**config.mk**
```make
export PLATFORM = sky130hd
export DESIGN_NAME = supply_switchover_mode_sequencer
export DESIGN_NICKNAME = d
export VERILOG_FILES = /design/src/supply_switchover_mode_sequencer.v
export VERILOG_INCLUDE_DIRS = /design/src /design/src/src
export SDC_FILE = /design/constraint.sdc
export NUM_CORES = 2
export LEC_CHECK = 0
export BUFFER_PORTS_ARGS = -buffer_cell sky130_fd_sc_hd__buf_2
export CAP_MARGIN = 25
export CORE_UTILIZATION = 30
export CTS_BUF_LIST = sky130_fd_sc_hd__clkbuf_8
export CTS_CLUSTER_SIZE = 25
export DETAILED_ROUTE_END_ITERATION = 10
export HOLD_SLACK_MARGIN = 0.15
export SYNTH_ARGS = -nofsm -noshare
export SYNTH_HDL_FRONTEND = slang
export SYNTH_SLANG_ARGS = --single-unit
```
**constraint.sdc**
```tcl
create_clock -name clk_i -period 4.02 [get_ports clk_i]
set_clock_uncertainty 0.05 [all_clocks]
set_input_delay 0.402 -clock clk_i [delete_from_list [all_inputs] [get_ports clk_i]]
set_output_delay 0.402 -clock clk_i [all_outputs]
set_load 0.02 [all_outputs]
```
**src/supply_seq_consts.vh**
```
// constants for the supply switchover and power mode sequencer
// assumes a 250 MHz always-on clock and an 8-bit special register port
`ifndef SUPPLY_SEQ_CONSTS_VH
`define SUPPLY_SEQ_CONSTS_VH
// clock rate and timing figures
`define CLK_MHZ 250
`define T_MIN_NS 10
`define T_MIN_CYC ((`T_MIN_NS * `CLK_MHZ + 999) / 1000)
`define T_DC_SWITCH_MS 30
`define T_DC_SWITCH_CYC (`T_DC_SWITCH_MS * `CLK_MHZ * 1000)
`define T_RESTORE_MS 130
`define T_RESTORE_CYC (`T_RESTORE_MS * `CLK_MHZ * 1000)
// register offsets
`define A_METERING_MODE_CONTROL_ONE 8'h0b
`define A_LCD_MAIN 8'h95
`define A_LCD_CLK 8'h96
`define A_LCD_SEG_A 8'h97
`define A_LCD_X 8'h9c
`define A_RTC_CFG 8'ha1
`define A_RTC_H100 8'ha2
`define A_RTC_S 8'ha3
`define A_RTC_M 8'ha4
`define A_RTC_H 8'ha5
`define A_RTC_ALARM 8'ha6
`define A_LCD_PTR 8'hac
`define A_LCD_DATA 8'hae
`define A_LCD_Y 8'hb1
`define A_PULL0 8'hb2
`define A_PULL1 8'hb3
`define A_PULL2 8'hb4
`define A_TEMP_RES 8'hd7
`define A_BAT_RES 8'hdf
`define A_LCD_SEG_B 8'hed
`define A_DC_RES 8'hef
`define A_DELTA_CFG 8'hf3
`define A_PERIPHERAL_CONFIG 8'hf4
`define A_SWO_CFG 8'hf5
`define A_RTC_TRIM 8'hf6
`define A_TEMP_TRIM 8'hf7
`define A_EVT_FLAGS 8'hf8
`define A_STRB_PER 8'hf9
`define A_BAT_TH 8'hfa
`define A_STORE1 8'hfb
`define A_STORE4 8'hfe
`define A_INT_PIN 8'hff
// field positions and values
`define B_RAIL_SRC 6
`define B_METERING_POWERDOWN_BIT 4
`define B_RESTORED 7
`define B_SWITCHED 1
`define SEL_MAIN_ONLY 2'b00
`define SEL_DC_AND_MAIN 2'b01
`define PIN_EN_CODE 2'b01
`define CLK_DIV_DEFAULT 3'h3
`define MODE_NORMAL 2'h0
`define MODE_BACKUP 2'h1
`define MODE_SLEEP 2'h2
`endif

```
**src/supply_switchover_mode_sequencer.v**
```verilog
// supply switchover and power mode sequencer, always-on domain
// assumes comparator and pin inputs already synchronous to clk_i
// delay counts default to the full-length figures; a bench may shorten them
`timescale 1ns/100ps
`default_nettype none
`include "supply_seq_consts.vh"
module supply_switchover_mode_sequencer #(
    parameter [31:0] DC_SWITCH_CYC = `T_DC_SWITCH_CYC,
    parameter [31:0] RESTORE_CYC = `T_RESTORE_CYC
) (
    input wire clk_i,
    input wire rstn_i,
    input wire dc_sense_low_i,
    input wire main_low_i,
    input wire external_switchover_pin_i,
    input wire wake_event_i,
    input wire sleep_req_i,
    input wire [7:0] temp_result_i,
    input wire [7:0] backup_result_i,
    input wire [7:0] dc_result_i,
    input wire [7:0] sfr_addr_i,
    input wire sfr_wr_i,
    input wire sfr_rd_i,
    input wire [7:0] sfr_wdata_i,
    output reg [7:0] sfr_rdata_o,
    output reg rail_source_status_o,
    output reg switchover_warning_flag_o,
    output reg internal_analog_rail_en_o,
    output reg internal_logic_rail_en_o,
    output reg ram_valid_o,
    output reg core_restart_o,
    output reg [2:0] core_clk_div_o,
    output reg [3:0] aon_peripheral_config_en_o,
    output reg [1:0] mode_o
);

    localparam [31:0] MIN_CYC = `T_MIN_CYC;
    localparam [1:0] NORMAL = `MODE_NORMAL;
    localparam [1:0] BACKUP = `MODE_BACKUP;
    localparam [1:0] SLEEP = `MODE_SLEEP;

    // addresses that hold a register
    function is_mapped;
        input [7:0] a;
        begin
            case (a)
                // core-side mode control, lost in deep sleep
                `A_METERING_MODE_CONTROL_ONE,
                // lcd configuration and display memory
                `A_LCD_MAIN,
                `A_LCD_CLK,
                `A_LCD_SEG_A,
                `A_LCD_X,
                `A_LCD_PTR,
                `A_LCD_DATA,
                `A_LCD_Y,
                `A_LCD_SEG_B,
                // clock and calendar, with its trims
                `A_RTC_CFG,
                `A_RTC_H100,
                `A_RTC_S,
                `A_RTC_M,
                `A_RTC_H,
                `A_RTC_ALARM,
                `A_RTC_TRIM,
                `A_TEMP_TRIM,
                // pin configuration
                `A_PULL0,
                `A_PULL1,
                `A_PULL2,
                `A_INT_PIN,
                // supply monitoring and converter results
                `A_TEMP_RES,
                `A_BAT_RES,
                `A_DC_RES,
                `A_DELTA_CFG,
                `A_PERIPHERAL_CONFIG,
                `A_SWO_CFG,
                `A_EVT_FLAGS,
                `A_STRB_PER,
                `A_BAT_TH:
                    is_mapped = 1'b1;
                // the four retained stores form one contiguous range
                default:
                    is_mapped = (a >= `A_STORE1) && (a <= `A_STORE4);
            endcase
        end
    endfunction

    // plain storage registers, excluding converter results and flags
    function is_store;
        input [7:0] a;
        begin
            case (a)
                `A_TEMP_RES, `A_BAT_RES, `A_DC_RES, `A_EVT_FLAGS:
                    is_store = 1'b0;
                default:
                    is_store = is_mapped(a);
            endcase
        end
    endfunction

    // saturating delay counter step
    function [31:0] count_step;
        input cond;
        input [31:0] cnt;
        begin
            if (!cond)
                count_step = 32'h0000_0000;
            else if (cnt == 32'hffff_ffff)
                count_step = cnt;
            else
                count_step = cnt + 32'h0000_0001;
        end
    endfunction

    // register file lives on the always-on rail, so it survives sleep except the mode control register
    reg [7:0] rf [0:255];
    reg [1:0] mode_reg;
    reg [1:0] mode_next;
    reg [31:0] dc_cnt_reg;
    reg [31:0] main_cnt_reg;
    reg [31:0] rest_cnt_reg;
    reg pin_prev_reg;
    reg flag_sw_reg;
    reg flag_rest_reg;
    reg set_sw;
    reg set_rest;
    reg restart_next;
    reg [7:0] rdata_next;
    integer i;

    wire [1:0] sel = rf[`A_SWO_CFG][1:0];
    wire [1:0] pin_cfg = rf[`A_INT_PIN][3:2];
    wire pin_en = (pin_cfg == `PIN_EN_CODE);
    wire pin_fall = pin_en && pin_prev_reg && !external_switchover_pin_i;
    wire dc_used = (sel == `SEL_DC_AND_MAIN);
    wire metering_powerdown_bit = rf[`A_METERING_MODE_CONTROL_ONE][`B_METERING_POWERDOWN_BIT];
    wire core_on = (mode_reg != SLEEP);
    wire wr_ok = sfr_wr_i && core_on;

    // restore needs main ok, dc ok when used, pin high when enabled, metering powerdown bit clear
    wire restore_cond = !main_low_i && !(dc_used && dc_sense_low_i)
        && !(pin_en && !external_switchover_pin_i) && !metering_powerdown_bit;

    // switchover triggers while running from main
    wire main_trip = (main_cnt_reg >= MIN_CYC);
    wire dc_trip = dc_used && (dc_cnt_reg >= DC_SWITCH_CYC);
    wire to_backup = main_trip || dc_trip || pin_fall;
    // condition must still hold on the expiring cycle, so a late dip restarts the wait
    wire restore_done = restore_cond && (rest_cnt_reg >= RESTORE_CYC);

    // mode sequencing
    always @*
    begin
        mode_next = mode_reg;
        set_sw = 1'b0;
        set_rest = 1'b0;
        restart_next = 1'b0;
        case (mode_reg)
            NORMAL:
            begin
                if (to_backup || sleep_req_i)
                begin
                    mode_next = to_backup ? BACKUP : SLEEP;
                    set_sw = 1'b1;
                end
            end
            BACKUP:
            begin
                if (restore_done)
                begin
                    mode_next = NORMAL;
                    set_rest = 1'b1;
                end
                else if (sleep_req_i)
                    mode_next = SLEEP;
            end
            SLEEP:
            begin
                if (restore_done)
                begin
                    mode_next = NORMAL;
                    set_rest = 1'b1;
                    restart_next = 1'b1;
                end
                else if (wake_event_i)
                begin
                    mode_next = BACKUP;
                    restart_next = 1'b1;
                end
            end
            default:
                mode_next = NORMAL;
        endcase
    end

    // read data; bit 6 of peripheral config is the live rail source
    always @*
    begin
        rdata_next = 8'h00;
        case (sfr_addr_i)
            `A_TEMP_RES: rdata_next = temp_result_i;
            `A_BAT_RES: rdata_next = backup_result_i;
            `A_DC_RES: rdata_next = dc_result_i;
            `A_EVT_FLAGS:
            begin
                rdata_next[`B_RESTORED] = flag_rest_reg;
                rdata_next[`B_SWITCHED] = flag_sw_reg;
            end
            `A_PERIPHERAL_CONFIG:
            begin
                rdata_next = rf[`A_PERIPHERAL_CONFIG];
                rdata_next[`B_RAIL_SRC] = rail_source_status_o;
            end
            default:
                if (is_store(sfr_addr_i))
                    rdata_next = rf[sfr_addr_i];
        endcase
    end

    // delay counters, cleared as soon as their condition drops
    always @(posedge clk_i)
    begin
        if (!rstn_i)
        begin
            dc_cnt_reg <= 32'h0000_0000;
            main_cnt_reg <= 32'h0000_0000;
            rest_cnt_reg <= 32'h0000_0000;
        end
        else
        begin
            dc_cnt_reg <= count_step(dc_sense_low_i, dc_cnt_reg);
            main_cnt_reg <= count_step(main_low_i && mode_reg == NORMAL,
                main_cnt_reg);
            rest_cnt_reg <= count_step(restore_cond && mode_reg != NORMAL,
                rest_cnt_reg);
        end
    end

    // pin history resets to the pulled-up idle level, so reset makes no false edge
    always @(posedge clk_i)
    begin
        if (!rstn_i)
            pin_prev_reg <= 1'b1;
        else
            pin_prev_reg <= external_switchover_pin_i;
    end

    // event flags: hardware set beats a software clear in the same cycle
    always @(posedge clk_i)
    begin
        if (!rstn_i)
        begin
            flag_sw_reg <= 1'b0;
            flag_rest_reg <= 1'b0;
        end
        else
        begin
            if (set_sw)
                flag_sw_reg <= 1'b1;
            else if (wr_ok && sfr_addr_i == `A_EVT_FLAGS
                && !sfr_wdata_i[`B_SWITCHED])
                flag_sw_reg <= 1'b0;
            if (set_rest)
                flag_rest_reg <= 1'b1;
            else if (wr_ok && sfr_addr_i == `A_EVT_FLAGS
                && !sfr_wdata_i[`B_RESTORED])
                flag_rest_reg <= 1'b0;
        end
    end

    // register writes; blocked while the core is off in sleep
    always @(posedge clk_i)
    begin
        if (!rstn_i)
        begin
            for (i = 0; i < 256; i = i + 1)
                rf[i] <= 8'h00;
        end
        else
        begin
            if (wr_ok && is_store(sfr_addr_i))
                rf[sfr_addr_i] <= sfr_wdata_i;
            // mode control is core-side state and is lost in sleep
            if (mode_next == SLEEP && mode_reg != SLEEP)
                rf[`A_METERING_MODE_CONTROL_ONE] <= 8'h00;
        end
    end

    // state and outputs, registered from the next mode except the warning flag, which follows the dc count
    always @(posedge clk_i)
    begin
        if (!rstn_i)
        begin
            mode_reg <= NORMAL;
            mode_o <= NORMAL;
            rail_source_status_o <= 1'b1;
            switchover_warning_flag_o <= 1'b0;
            internal_analog_rail_en_o <= 1'b1;
            internal_logic_rail_en_o <= 1'b1;
        end
        else
        begin
            mode_reg <= mode_next;
            mode_o <= mode_next;
            rail_source_status_o <= (mode_next == NORMAL);
            switchover_warning_flag_o <= (dc_cnt_reg >= MIN_CYC);
            internal_analog_rail_en_o <= (mode_next == NORMAL);
            internal_logic_rail_en_o <= (mode_next != SLEEP);
        end
    end

    // restart pulse, and the ram validity that only a restart brings back
    always @(posedge clk_i)
    begin
        if (!rstn_i)
        begin
            ram_valid_o <= 1'b1;
            core_restart_o <= 1'b0;
            core_clk_div_o <= `CLK_DIV_DEFAULT;
        end
        else
        begin
            // ram only becomes trusted again through a restart
            if (mode_next == SLEEP)
                ram_valid_o <= 1'b0;
            else if (restart_next)
                ram_valid_o <= 1'b0;
            else if (core_restart_o)
                ram_valid_o <= 1'b1;
            core_restart_o <= restart_next;
            if (restart_next)
                core_clk_div_o <= `CLK_DIV_DEFAULT;
        end
    end

    // read data and the always-on enables seen by the peripherals
    always @(posedge clk_i)
    begin
        if (!rstn_i)
        begin
            aon_peripheral_config_en_o <= 4'h0;
            sfr_rdata_o <= 8'h00;
        end
        else
        begin
            aon_peripheral_config_en_o <= rf[`A_PERIPHERAL_CONFIG][3:0];
            // a read in deep sleep is dropped and the last answer stands
            if (sfr_rd_i && core_on)
                sfr_rdata_o <= rdata_next;
        end
    end

endmodule // supply_switchover_mode_sequencer
`default_nettype wire

```
==> flow_summary.toml <==
[die]
start_util_pct = 30.3
dieArea_mm2 = 0.240
die_w_um = 490
io_pins = 72
core_area_mm2 = 0.236
die_y_um = 490
rows = 178

[timing]
final.period_utilization_pct = 98.6
rsz0062_at_grt = "no"
worst_pin_slew_ps = 1190
slew_viol_final = 0
fin_crit_ps = 3970
finalHoldViolCount = 0
setup_viol = 0
relSlewSlack_pct = 20.1
max_freq_ghz = 0.252

[worst_setup_path]
worst-r2r-cell-count = 10
cp.required_ps = 4940
end_kind = "flip-flop"
crit_fanout = 23
cp-startpoint = "sfr_addr_i[2]"
crit_type = "primary input to flip-flop"
crit_path_start_kind = "primary input"
ff2ff_setup_slack_ps = 200
r2r-end = "sfr_rdata_o[2]"
endpoint = "sfr_rdata_o[7]"
timing.rr.start = "mode_reg[0]"
crit_arrival_ps = 4890

[logic_synthesis]
seq_area_frac_synth_pct = 72.6
yosysWarnings = 0
synth_most_common_cell = "edfxtp_1"
ys_ff_latch = 1766
synth_top_cell_area_share_pct = 69.3
synth_area_per_cell_um2 = 17.6
synth_common_cells = "edfxtp_1, mux4_2, nor2_1, inv_1, nand2_1"
synthArstFlopShare_pct = 0
syn-instance-count = 4060
synth_area_mm2 = 0.0714
synth-edff-count = 1648
yosysUniqueCellTypes = 85
synth_area_leaders = "edfxtp_1, mux4_2, dfxtp_1, nor2_1, inv_1"
synth_top_cell_by_area = "edfxtp_1"
synth-main-ff-cell = "edfxtp_1"

[status]
outcome = "completed"

[clocking]
clock_latency_ps = 1030
cts_tree = "built"
cts-root-buf = "clkbuf_8"
clockBufferDepth = 4
clkTransAtPathRegs_ps = 70
cts_setup_buffers = 0
cts_made_buffers = 310
htree_levels = 5
clock-sinks = 1766

[pwr]
leakage_uw = 0.0324
powerDensity_mw_per_mm2 = 456
peakVddDrop_v = 0.000318

[routing]
finalWirelength_um = 194000
detail-route-antenna-nets = 0
met3_length_um = 16500
wl_met1_um = 78900
met2WireLength_um = 89800
vias = 41100
wl_per_cell_um = 21.1
drc = 0
drtPass1Iterations = 7
highest_layer = "met5"
viasPerCell = 4.47
drt_iter0_markers = 4307

[place]
port_buffers = 68
placed_cells = 8635
place.gp.congestion = 0.954
dp_hpwl_um = 136000

[grt]
grt_pass1_vias = 41400
grt_max_degree = 117
grt-ovfl-total = 0
grt.total_usage_pct = 16.0
grt_pass1_wl_um = 281000
antenna_found_initial = 12

[layout]
largest_register_ffs = 1648
fin_cells = 9209
final_core_util_pct = 37.1
registers.top_by_ff_count = "rf"
syn2layout_area_growth_pct = 22.4
nNetsFinal = 5909
drive_above_1_share_pct = 17.7

[hold_path]
worstHoldPathType = "primary input to flip-flop"

[job]
cap_viol_max_count = 0
==> power breakdown <==
| part | leakage, uW | internal (uW) | switching [uW] | total, uW |
|---|---|---|---|---|
| clock network | 0.00308 | 7590 | 7140 | 14700 |
| registers | 0.0172 | 21500 | 372 | 21900 |
| logic | 0.0121 | 1200 | 2060 | 3260 |
==> per-layer routing <==
metal	vias up	global-route usage, %
met5	-	0
met4	2	7.69
met3	452	3.92
met2	1775	24.9
met1	20700	20.7
li1	18200	-
==> cell type report <==
cell class | instances | area, um^2
Multi-Input combinational cell | 3204 | 22600
Sequential cell | 1766 | 51800
Tap cell | 3150 | 3940
Timing Repair Buffer | 323 | 2780
Fill cell | 22200 | 148000
Antenna cell | 5 | 12.5
Clock inverter | 194 | 903
Inverter | 246 | 926
Clock buffer | 321 | 4420
==> cell usage in the layout, fill, tap and decap left out, types with 13 or more instances in the layout <==
cell | netlist | routed
a21oi_1 | 51 | 51
a22oi_1 | 24 | 24
and3_1 | 17 | 17
buf_12 | 1 | 25
buf_2 | 51 | 64
buf_4 | 48 | 177
clkbuf_8 | 0 | 321
clkinv_1 | 2 | 58
clkinv_2 | 0 | 22
conb_1 | 2 | 1411
dfxtp_1 | 118 | 118
dlygate4sd3_1 | 0 | 51
edfxtp_1 | 1648 | 1648
inv_1 | 244 | 344
mux2i_1 | 42 | 42
mux4_2 | 410 | 410
nand2_1 | 132 | 132
nand2b_1 | 13 | 13
nand3_1 | 84 | 84
nand4_1 | 32 | 32
nor2_1 | 386 | 385
nor3_1 | 74 | 74
nor4_1 | 35 | 34
o211ai_1 | 14 | 14
o21ai_0 | 78 | 78
o22ai_1 | 52 | 52
o31ai_1 | 13 | 13
o32ai_1 | 14 | 14
or3_1 | 19 | 19
xnor2_1 | 45 | 45
xor2_1 | 36 | 36
==> metrics by stage <==
stage	hold slack (ps)	setup WS (ps)	setup TNS [ps]	cell area, um^2	power [uW]
6_report	290	54.4	0	87400	39900
5_1_grt	243	54.8	0	87400	41300
4_1_cts	167	205	0	87300	40200
3_5_place_dp	440	358	0	81500	25400
3_3_place_gp	429	-128	-128	81500	25300
2_1_floorplan	404	882	0	76700	23900
==> timing repair <==
item                                    in CTS  in global routing
hold buffers                                50                  1
hold endpoints to repair                   523                 64
resized for setup                            0                  1
endpoints found under the setup margin       0                  1
==> worst max-delay path, cell delays in order <==
cell and delay (ps):
dlygate4sd3_1 660, buf_4 380, nand2_1 450, nor3_1 420, buf_4 250, a222oi_1 130, dlygate4sd3_1 600, nand2_1 100
dlygate4sd3_1 620, o221ai_1 130, nor2_1 140, dlygate4sd3_1 560
==> worst min-delay path by stage <==
stage | end | startpoint | slack (ps) | cells after the start
after floorplan | flag_rest_reg | flag_rest_reg | 400 | 2
after global placement | main_cnt_reg[1] | main_cnt_reg[1] | 430 | 2
after detailed placement | rest_cnt_reg[12] | rest_cnt_reg[12] | 440 | 2
after CTS | sfr_rdata_o[5] | sfr_rd_i | 170 | 7
after global routing | rf[251][1] | sfr_addr_i[1] | 240 | 3
final | dc_cnt_reg[9] | dc_sense_low_i | 290 | 4
==> kinds of logic after synthesis <==
kind of cell / Yosys count / synth area share (%)
DFF: 1766 / 72.6
and+or+nand+nor: 892 / 5.99
buffers and inverters: 499 / 3.23
muxes: 459 / 13.6
AOI/OAI and AO/OA: 350 / 3.36
xor gates and xnor gates: 81 / 0.993
adders and majority gates: 11 / 0.186
other: 2 / 0.0105
Note: power is estimated with default switching activity, not from simulation.
